===== src/rtl/rau_pkg.sv =====
package rau_pkg;

	// ---------------------------------------------------------------
	// widths and reset values
	// ---------------------------------------------------------------
	localparam int unsigned WIDTH      = 8;
	localparam int unsigned NIB        = 4;
	localparam int unsigned ADJ_CELLS  = 4;
	localparam logic [7:0]  RST_RESULT = 8'h00;
	localparam logic [3:0]  RST_UPPER  = 4'h0;
	localparam logic [3:0]  RST_ADJ    = 4'h0;
	localparam logic        RST_CARRY  = 1'b0;

	// ---------------------------------------------------------------
	// configuration encodings
	// ---------------------------------------------------------------
	typedef enum logic [1:0] {
		RAU_SUB_ADDSUB = 2'h0,
		RAU_SUB_COUNT  = 2'h1,
		RAU_SUB_MULT   = 2'h2,
		RAU_SUB_CMP    = 2'h3
	} rau_submode_e;

	typedef enum logic [1:0] {
		RAU_CMP_GE = 2'h0,
		RAU_CMP_LE = 2'h1,
		RAU_CMP_NE = 2'h2
	} rau_cmp_e;

	typedef enum logic [1:0] {
		RAU_CIN_FAST   = 2'h0,
		RAU_CIN_ROUTED = 2'h1,
		RAU_CIN_ONE    = 2'h2,
		RAU_CIN_ZERO   = 2'h3
	} rau_cin_e;

	// ---------------------------------------------------------------
	// carriers
	// ---------------------------------------------------------------
	typedef struct packed {
		logic         half_mode;
		rau_submode_e submode;
		rau_cmp_e     cmp_func;
		rau_cin_e     carry_src;
		logic         reg_result;
		logic         reg_carry;
		logic         carry_out_routed_routed_en;
		logic         carry_out_routed_fast_en;
		logic [3:0]   adj_en;
	} rau_cfg_s;

	typedef struct packed {
		logic [7:0] kz1;
		logic [7:0] kz0;
	} rau_operand_s;

endpackage : rau_pkg


===== src/rtl/rau_ripple_unit.sv =====
`timescale 1ns/1ps
`default_nettype none
//
// Behaviour
// - full unit ripples one function over 8 bits, one lut per bit, dedicated carries.
// - half mode runs a 4-bit chain on the lower lut group.
// - first lut ripple input from fast, routed, constant one or constant zero.
// - each bit takes operands on inputs 1 and 0, gives result and carry.
// - top carry drives routed and fast outputs and four adjacent cells.
// - results and final carry optionally registered in unit flops, else bypass them; each pin still leaves through an output flop.
// - adder bits form propagate passing carry, generate supplying carry otherwise.
// - per-nibble add/sub select: 0 gives a plus b, 1 gives a minus b.
// - each adder result bit from one bit of each operand plus ripple bit.
// - counter feeds present count on input 0, loadable, result is count plus/minus one.
// - counter direction control 1 counts down, 0 counts up.
// - multiplier does 8x1 or 4x1 multiply-and-sum from control, input 1, input 0.
// - multiplier bit 1 adds multiplicand, 0 passes partial product unchanged.
// - wide multiplicand takes lower unit carry in, carry out holds multiply carry.
// - comparator carry out is 1 exactly when ge, le or ne holds.
// - wide compares cascade carry out to next carry in, lsb unit from config.
// - half mode upper four luts and flops are general logic; ninth flop holds carry.
//
module rau_ripple_unit (
	// clock and reset
	input  wire logic              clk,
	input  wire logic              rst_n,
	// configuration
	input  wire rau_pkg::rau_cfg_s cfg,
	// operands and per-nibble controls
	input  wire rau_pkg::rau_operand_s lut_operand_inputs,
	input  wire logic              lower_nibble_control_in,
	input  wire logic              upper_nibble_control_in,
	// carry in
	input  wire logic              carry_in_routed,
	input  wire logic              carry_in_fast,
	// direct flop load
	input  wire logic              load_en,
	input  wire logic [7:0]        load_data,
	// upper nibble general logic in half mode
	input  wire logic [3:0]        upper_logic_in,
	// results
	output logic [7:0]             result,
	output logic [3:0]             upper_logic_out,
	// carry out
	output logic                   carry_out_routed,
	output logic                   carry_out_fast,
	output logic [3:0]             carry_out_adjacent
);

	// ---------------------------------------------------------------
	// per-bit lut function
	// ---------------------------------------------------------------
	// returns {propagate, generate} for one bit position
	function automatic logic [1:0] rau_bit_pg(
		input rau_pkg::rau_submode_e sub,
		input rau_pkg::rau_cmp_e     cmpf,
		input logic                  a,
		input logic                  b,
		input logic                  ctrl
	);
		logic bb;
		logic p;
		logic g;
		bb = 1'b0;
		p  = 1'b0;
		g  = 1'b0;
		case (sub)
			rau_pkg::RAU_SUB_ADDSUB: begin
				bb = b ^ ctrl;
				p  = a ^ bb;
				g  = a & bb;
			end
			rau_pkg::RAU_SUB_COUNT: begin
				// down adds all ones, up adds zero plus carry
				bb = ctrl;
				p  = a ^ bb;
				g  = a & bb;
			end
			rau_pkg::RAU_SUB_MULT: begin
				bb = b & ctrl;
				p  = a ^ bb;
				g  = a & bb;
			end
			rau_pkg::RAU_SUB_CMP: begin
				case (cmpf)
					rau_pkg::RAU_CMP_GE: begin
						p = ~(a ^ b);
						g = a & ~b;
					end
					rau_pkg::RAU_CMP_LE: begin
						p = ~(a ^ b);
						g = b & ~a;
					end
					rau_pkg::RAU_CMP_NE: begin
						p = ~(a ^ b);
						g = a ^ b;
					end
					default: begin
						p = 1'b0;
						g = 1'b0;
					end
				endcase
			end
			default: begin
				p = 1'b0;
				g = 1'b0;
			end
		endcase
		rau_bit_pg = {p, g};
	endfunction : rau_bit_pg

	// ---------------------------------------------------------------
	// first lut ripple input
	// ---------------------------------------------------------------
	// constant sources mark the least significant unit; there the
	// submode may need a fixed value, so it overrides the constant
	function automatic logic rau_first_carry(
		input rau_pkg::rau_cfg_s c,
		input logic              fast,
		input logic              routed,
		input logic              ctrl
	);
		logic sel;
		logic is_const;
		sel      = 1'b0;
		is_const = 1'b0;
		case (c.carry_src)
			rau_pkg::RAU_CIN_FAST: begin
				sel = fast;
			end
			rau_pkg::RAU_CIN_ROUTED: begin
				sel = routed;
			end
			rau_pkg::RAU_CIN_ONE: begin
				sel      = 1'b1;
				is_const = 1'b1;
			end
			rau_pkg::RAU_CIN_ZERO: begin
				sel      = 1'b0;
				is_const = 1'b1;
			end
			default: begin
				sel = 1'b0;
			end
		endcase
		if (is_const && c.submode == rau_pkg::RAU_SUB_ADDSUB && ctrl) begin
			sel = 1'b1;
		end
		if (is_const && c.submode == rau_pkg::RAU_SUB_COUNT) begin
			sel = ~ctrl;
		end
		rau_first_carry = sel;
	endfunction : rau_first_carry

	// ---------------------------------------------------------------
	// state
	// ---------------------------------------------------------------
	logic [7:0] unit_res_ff;
	logic [7:0] nxt_unit_res;
	logic       unit_carry_ff;
	logic       nxt_unit_carry;
	logic [7:0] result_ff;
	logic [7:0] nxt_result;
	logic [3:0] upper_ff;
	logic [3:0] nxt_upper;
	logic       carry_out_routed_routed_ff;
	logic       nxt_carry_out_routed_routed;
	logic       carry_out_routed_fast_ff;
	logic       nxt_carry_out_routed_fast;
	logic [3:0] adj_ff;
	logic [3:0] nxt_adj;

	// ---------------------------------------------------------------
	// carry chain
	// ---------------------------------------------------------------
	logic [7:0] op_a;
	logic [7:0] op_b;
	logic [7:0] bit_ctrl;
	logic [7:0] prop;
	logic [7:0] gen;
	logic [8:0] chain;
	logic [7:0] sum;
	logic       top_carry;

	// counter takes its present count from the unit flops
	assign op_a = (cfg.submode == rau_pkg::RAU_SUB_COUNT) ? unit_res_ff : lut_operand_inputs.kz0;
	assign op_b = lut_operand_inputs.kz1;

	assign chain[0] = rau_first_carry(cfg, carry_in_fast, carry_in_routed, lower_nibble_control_in);

	genvar gi;
	generate
		for (gi = 0; gi < rau_pkg::WIDTH; gi++) begin : g_bit
			logic [1:0] pg;
			assign bit_ctrl[gi] = (gi < rau_pkg::NIB) ? lower_nibble_control_in : upper_nibble_control_in;
			assign pg           = rau_bit_pg(cfg.submode, cfg.cmp_func, op_a[gi], op_b[gi], bit_ctrl[gi]);
			assign prop[gi]     = pg[1];
			assign gen[gi]      = pg[0];
			assign chain[gi+1]  = prop[gi] ? chain[gi] : gen[gi];
			assign sum[gi]      = prop[gi] ^ chain[gi];
		end
	endgenerate

	// half mode ends the chain at the lower nibble
	assign top_carry = cfg.half_mode ? chain[rau_pkg::NIB] : chain[rau_pkg::WIDTH];

	// ---------------------------------------------------------------
	// unit flops and ninth flop
	// ---------------------------------------------------------------
	always_comb begin
		nxt_unit_res   = {upper_logic_in, sum[3:0]};
		nxt_unit_carry = top_carry;
		if (!cfg.half_mode) begin
			nxt_unit_res = sum;
		end
		if (load_en) begin
			nxt_unit_res = load_data;
		end
		if (cfg.half_mode && load_en) begin
			nxt_unit_res = {upper_logic_in, load_data[3:0]};
		end
	end

	always_ff @(posedge clk) begin
		if (!rst_n) begin
			unit_res_ff   <= rau_pkg::RST_RESULT;
			unit_carry_ff <= rau_pkg::RST_CARRY;
		end else begin
			unit_res_ff   <= nxt_unit_res;
			unit_carry_ff <= nxt_unit_carry;
		end
	end

	// ---------------------------------------------------------------
	// output stage
	// ---------------------------------------------------------------
	// every pin leaves through a flop, so the combinational choice
	// still costs one cycle; registered costs two
	logic carry_sel;
	logic [7:0] res_sel;

	always_comb begin
		res_sel   = cfg.reg_result ? unit_res_ff : nxt_unit_res;
		carry_sel = cfg.reg_carry ? unit_carry_ff : top_carry;
		nxt_result = res_sel;
		nxt_upper  = rau_pkg::RST_UPPER;
		if (cfg.half_mode) begin
			nxt_result = {rau_pkg::RST_UPPER, res_sel[3:0]};
			nxt_upper  = res_sel[7:4];
		end
		nxt_carry_out_routed_routed = cfg.carry_out_routed_routed_en & carry_sel;
		nxt_carry_out_routed_fast   = cfg.carry_out_routed_fast_en & carry_sel;
		nxt_adj         = cfg.adj_en & {rau_pkg::ADJ_CELLS{carry_sel}};
	end

	always_ff @(posedge clk) begin
		if (!rst_n) begin
			result_ff      <= rau_pkg::RST_RESULT;
			upper_ff       <= rau_pkg::RST_UPPER;
			carry_out_routed_routed_ff <= rau_pkg::RST_CARRY;
			carry_out_routed_fast_ff   <= rau_pkg::RST_CARRY;
			adj_ff         <= rau_pkg::RST_ADJ;
		end else begin
			result_ff      <= nxt_result;
			upper_ff       <= nxt_upper;
			carry_out_routed_routed_ff <= nxt_carry_out_routed_routed;
			carry_out_routed_fast_ff   <= nxt_carry_out_routed_fast;
			adj_ff         <= nxt_adj;
		end
	end

	// ---------------------------------------------------------------
	// outputs
	// ---------------------------------------------------------------
	// comparator true sense for lt, gt, eq is left to the reader of
	// the carry, which inverts it outside this unit
	assign result             = result_ff;
	assign upper_logic_out    = upper_ff;
	assign carry_out_routed   = carry_out_routed_routed_ff;
	assign carry_out_fast     = carry_out_routed_fast_ff;
	assign carry_out_adjacent = adj_ff;

endmodule : rau_ripple_unit
`default_nettype wire


===== config.mk =====
export PLATFORM = sky130hd
export DESIGN_NAME = rau_ripple_unit
export DESIGN_NICKNAME = d
export VERILOG_FILES = /design/src/rtl/rau_pkg.sv /design/src/rtl/rau_ripple_unit.sv
export SDC_FILE = /design/constraint.sdc
export NUM_CORES = 1
export LEC_CHECK = 0
export ABC_AREA = 0
export BUFFER_PORTS_ARGS = -buffer_cell sky130_fd_sc_hd__buf_2
export CAP_MARGIN = 10
export CORE_ASPECT_RATIO = 2
export CORE_UTILIZATION = 59
export CTS_BUF_LIST = sky130_fd_sc_hd__clkbuf_4 sky130_fd_sc_hd__clkbuf_8
export CTS_CLUSTER_SIZE = 40
export DETAILED_ROUTE_END_ITERATION = 6
export PLACE_DENSITY = 0.95
export SYNTH_ARGS = -nofsm -noshare
export SYNTH_HDL_FRONTEND = slang
export SYNTH_SLANG_ARGS = --single-unit

===== constraint.sdc =====
create_clock -name clk -period 6.4 [get_ports clk]
set_input_delay 1.6 -clock clk [delete_from_list [all_inputs] [get_ports clk]]
set_output_delay 1.6 -clock clk [all_outputs]
set_load 0.01 [all_outputs]

==> impl_metrics.json <==
{
  "dr.pass1.iters": 5,
  "synth_top_area_cell": "dfxtp_1",
  "vias_per_cell": 6.08,
  "required_ns": 6.55,
  "clock_latency_ns": 0.26,
  "grt_pass1_wl_microns": 9600,
  "start_util_pct": 61.2,
  "numCtsBuffers": 3,
  "place.detailed.hpwl_microns": 4970,
  "finalClockSkew_ns": 0.00159,
  "nNetsFinal": 447,
  "end_kind": "register",
  "drtIter0Drc": 90,
  "worst_ep_arrival_time_ns": 4.85,
  "path_cells": "buf_2, inv_1, ha_1, mux2i_1, inv_1, ha_1, and2b_1, a31oi_1, o211ai_1, o221a_4, a211oi_2, mux2i_1, a21oi_1",
  "drcViolationCount": 0,
  "ys_types": 61,
  "core_area_sq_um": 4090,
  "drive_gt1_share_pct": 25.3,
  "clockBufferDepth": 2,
  "h-tree-depth": 1,
  "io_pins": 68,
  "portBuffers": 67,
  "r2r_setup_slack_ns": 3.50,
  "yosysTopAreaCellShare_pct": 21.6,
  "die_area_sq_um": 4520,
  "holdBufCountCts": 0,
  "drt-total-wl_microns": 6110,
  "synth.most_common_cell": "ha_1",
  "row_count": 33,
  "die_x_microns": 48.0,
  "grt_use_total_pct": 28.9,
  "grt_max_degree": 35,
  "synth.area.top_cells": "dfxtp_1 (22%), ha_1 (18%), mux2i_1 (7.2%)",
  "syn_area_per_cell_sq_um": 8.25,
  "crit_family": "compound AO/OA/AOI/OAI gates",
  "root_buffer": "clkbuf_8",
  "ir_worst_vdd_mv": 0.146,
  "max_stage_delay_ns": 0.54,
  "vias": 2507,
  "status": "finished clean",
  "synth-edff-count": 0,
  "antenna_found_initial": 0,
  "fin_crit_ns": 4.70,
  "power_per_cell_area_nw_per_um2": 185,
  "async_reset_ff_share_pct": 0,
  "syn_nets": 389,
  "crit_type": "input pin to register",
  "routabilityCongestion": 0.897,
  "max_freq_mhz": 213,
  "clk_pin_slew_worst_paths_ns": 0.08,
  "final_core_util_pct": 70.2,
  "wl_per_cell_microns": 14.8,
  "worstMarginPinSlew_ns": 1.02,
  "postCtsSetupRepairBufs": 0,
  "synth-seq-cells": 27,
  "ys_seq_area_share_pct": 21.6,
  "diodes": 0,
  "overflow": 0,
  "critPathMaxFanout": 11,
  "grt_setup_unrepaired": "no",
  "drv_slew": 0,
  "cts_tree": "done",
  "slowest_stage": "ha_1",
  "ant_nets": 0,
  "synthesis.instances": 303,
  "cp-start-kind": "input pin",
  "syn2layout_area_growth_pct": 14.7,
  "setup-tns-final_ns": 0,
  "grt_pass1_vias": 2332,
  "synth_commonest_cells": "ha_1 (36), inv_1 (29), dfxtp_1 (27)",
  "fin_crit_sh_pct": 73.4,
  "clock_sinks": 27,
  "path_buf_inv": 3,
  "finalSetupViolCount": 0,
  "yosysWarnings": 0,
  "maxSlewHeadroom_pct": 31.7,
  "finalHoldViolCount": 0,
  "maxCapViolations": 0,
  "post_cts_resized": 0,
  "p_leak_nw": 1.43,
  "worst_hold_path_type": "register to register",
  "die_h_microns": 94.1,
  "fillers": 340,
  "synth_ff_type": "dfxtp_1",
  "synth_area_sq_um": 2500
}
[cell usage in the layout, fill, tap and decap left out, types with 5 or more instances in the layout]
master / netlist / final
a31oi_1: 13 / 13
dfxtp_1: 27 / 27
mux2i_1: 18 / 18
inv_1: 29 / 29
o211ai_1: 6 / 6
a21oi_1: 24 / 24
o21ai_0: 11 / 11
mux2_2: 5 / 5
buf_2: 2 / 67
nand2_1: 22 / 22
nor2_1: 20 / 20
ha_1: 36 / 36
nand2b_1: 5 / 5
and2_1: 5 / 5
nor2b_1: 5 / 5
[report_power, final]
| group | internal [mW] | switching (mW) | total (mW) | leakage, nW |
|---|---|---|---|---|
| Clock | 0.0487 | 0.0469 | 0.0957 | 0.0262 |
| Combinational | 0.104 | 0.141 | 0.244 | 1.18 |
| Sequential | 0.183 | 0.00678 | 0.190 | 0.223 |
| Total | 0.335 | 0.195 | 0.530 | 1.43 |
[flip-flops by register name, summed over array words and instances, names as in the netlist]
register / flops
upper_logic_out: 4
carry_out_adjacent: 4
carry_out_fast: 1
unit_res_ff: 8
unit_carry_ff: 1
result: 8
carry_out_routed: 1
[worst paths after layout]
path | cells after the start | end | startpoint
setup / recovery | 13 | unit_res_ff[7]$_SDFF_PN0_ | cfg[13]
hold / removal | 2 | result[7]$_SDFF_PP0_ | unit_res_ff[7]$_SDFF_PN0_
setup reg to reg | 10 | unit_res_ff[7]$_SDFF_PN0_ | unit_res_ff[6]$_SDFF_PN0_
hold reg to reg | 2 | result[7]$_SDFF_PP0_ | unit_res_ff[7]$_SDFF_PN0_
[layout make-up]
| type | count | area [sq um] | area share (%) |
|---|---|---|---|
| multi-input cells | 233 | 1770 | 61.7 |
| flip-flops and latches | 27 | 541 | 18.8 |
| repair buffers | 67 | 335 | 11.7 |
| inverters | 29 | 109 | 3.79 |
| well taps | 52 | 65.1 | 2.27 |
| clock buffers | 4 | 48.8 | 1.70 |
[worst reg2reg max path: cells and delay by family (launching register included)]
kind                       cells  cell delay [ns]
adders and majority gates      1             0.30
muxes                          2             0.59
DFF                            1             0.36
and+or+nand+nor                1             0.16
buffers and inverters          1             0.11
AOI/OAI and AO/OA              5             1.27
[metal layers]
layer  up-vias  global-route usage [%]  part of all wire (%)  wire [microns]
met1      1158                    26.0                    34            2100
met2       111                    54.4                    56            3440
met4         0                    17.6                   4.2             254
met5         -                       0                     0               0
li1       1208                       -                     -               -
met3        30                    3.27                   5.1             314
[kinds of logic after synthesis]
family	after synthesis	share of synthesized area (%)
compound gates	91	26.1
simple gates	82	16.9
buf+inv	43	7.60
fa+ha+maj	36	18.0
flops	27	21.6
mux	23	9.45
xor+xnor	1	0.350
[through the flow]
stage	worst slack, ns	std cells	hold WS (ns)	total power [mW]	area [sq um]
floorplan	2.08	303	0.455	0.369	2500
global placement	1.59	408	0.480	0.421	2820
detailed placement	1.47	408	0.484	0.433	2820
CTS	1.75	412	0.496	0.528	2870
global route	1.50	412	0.536	0.566	2870
finish	1.70	412	0.495	0.530	2870
Note: power is estimated with default switching activity, not from simulation.
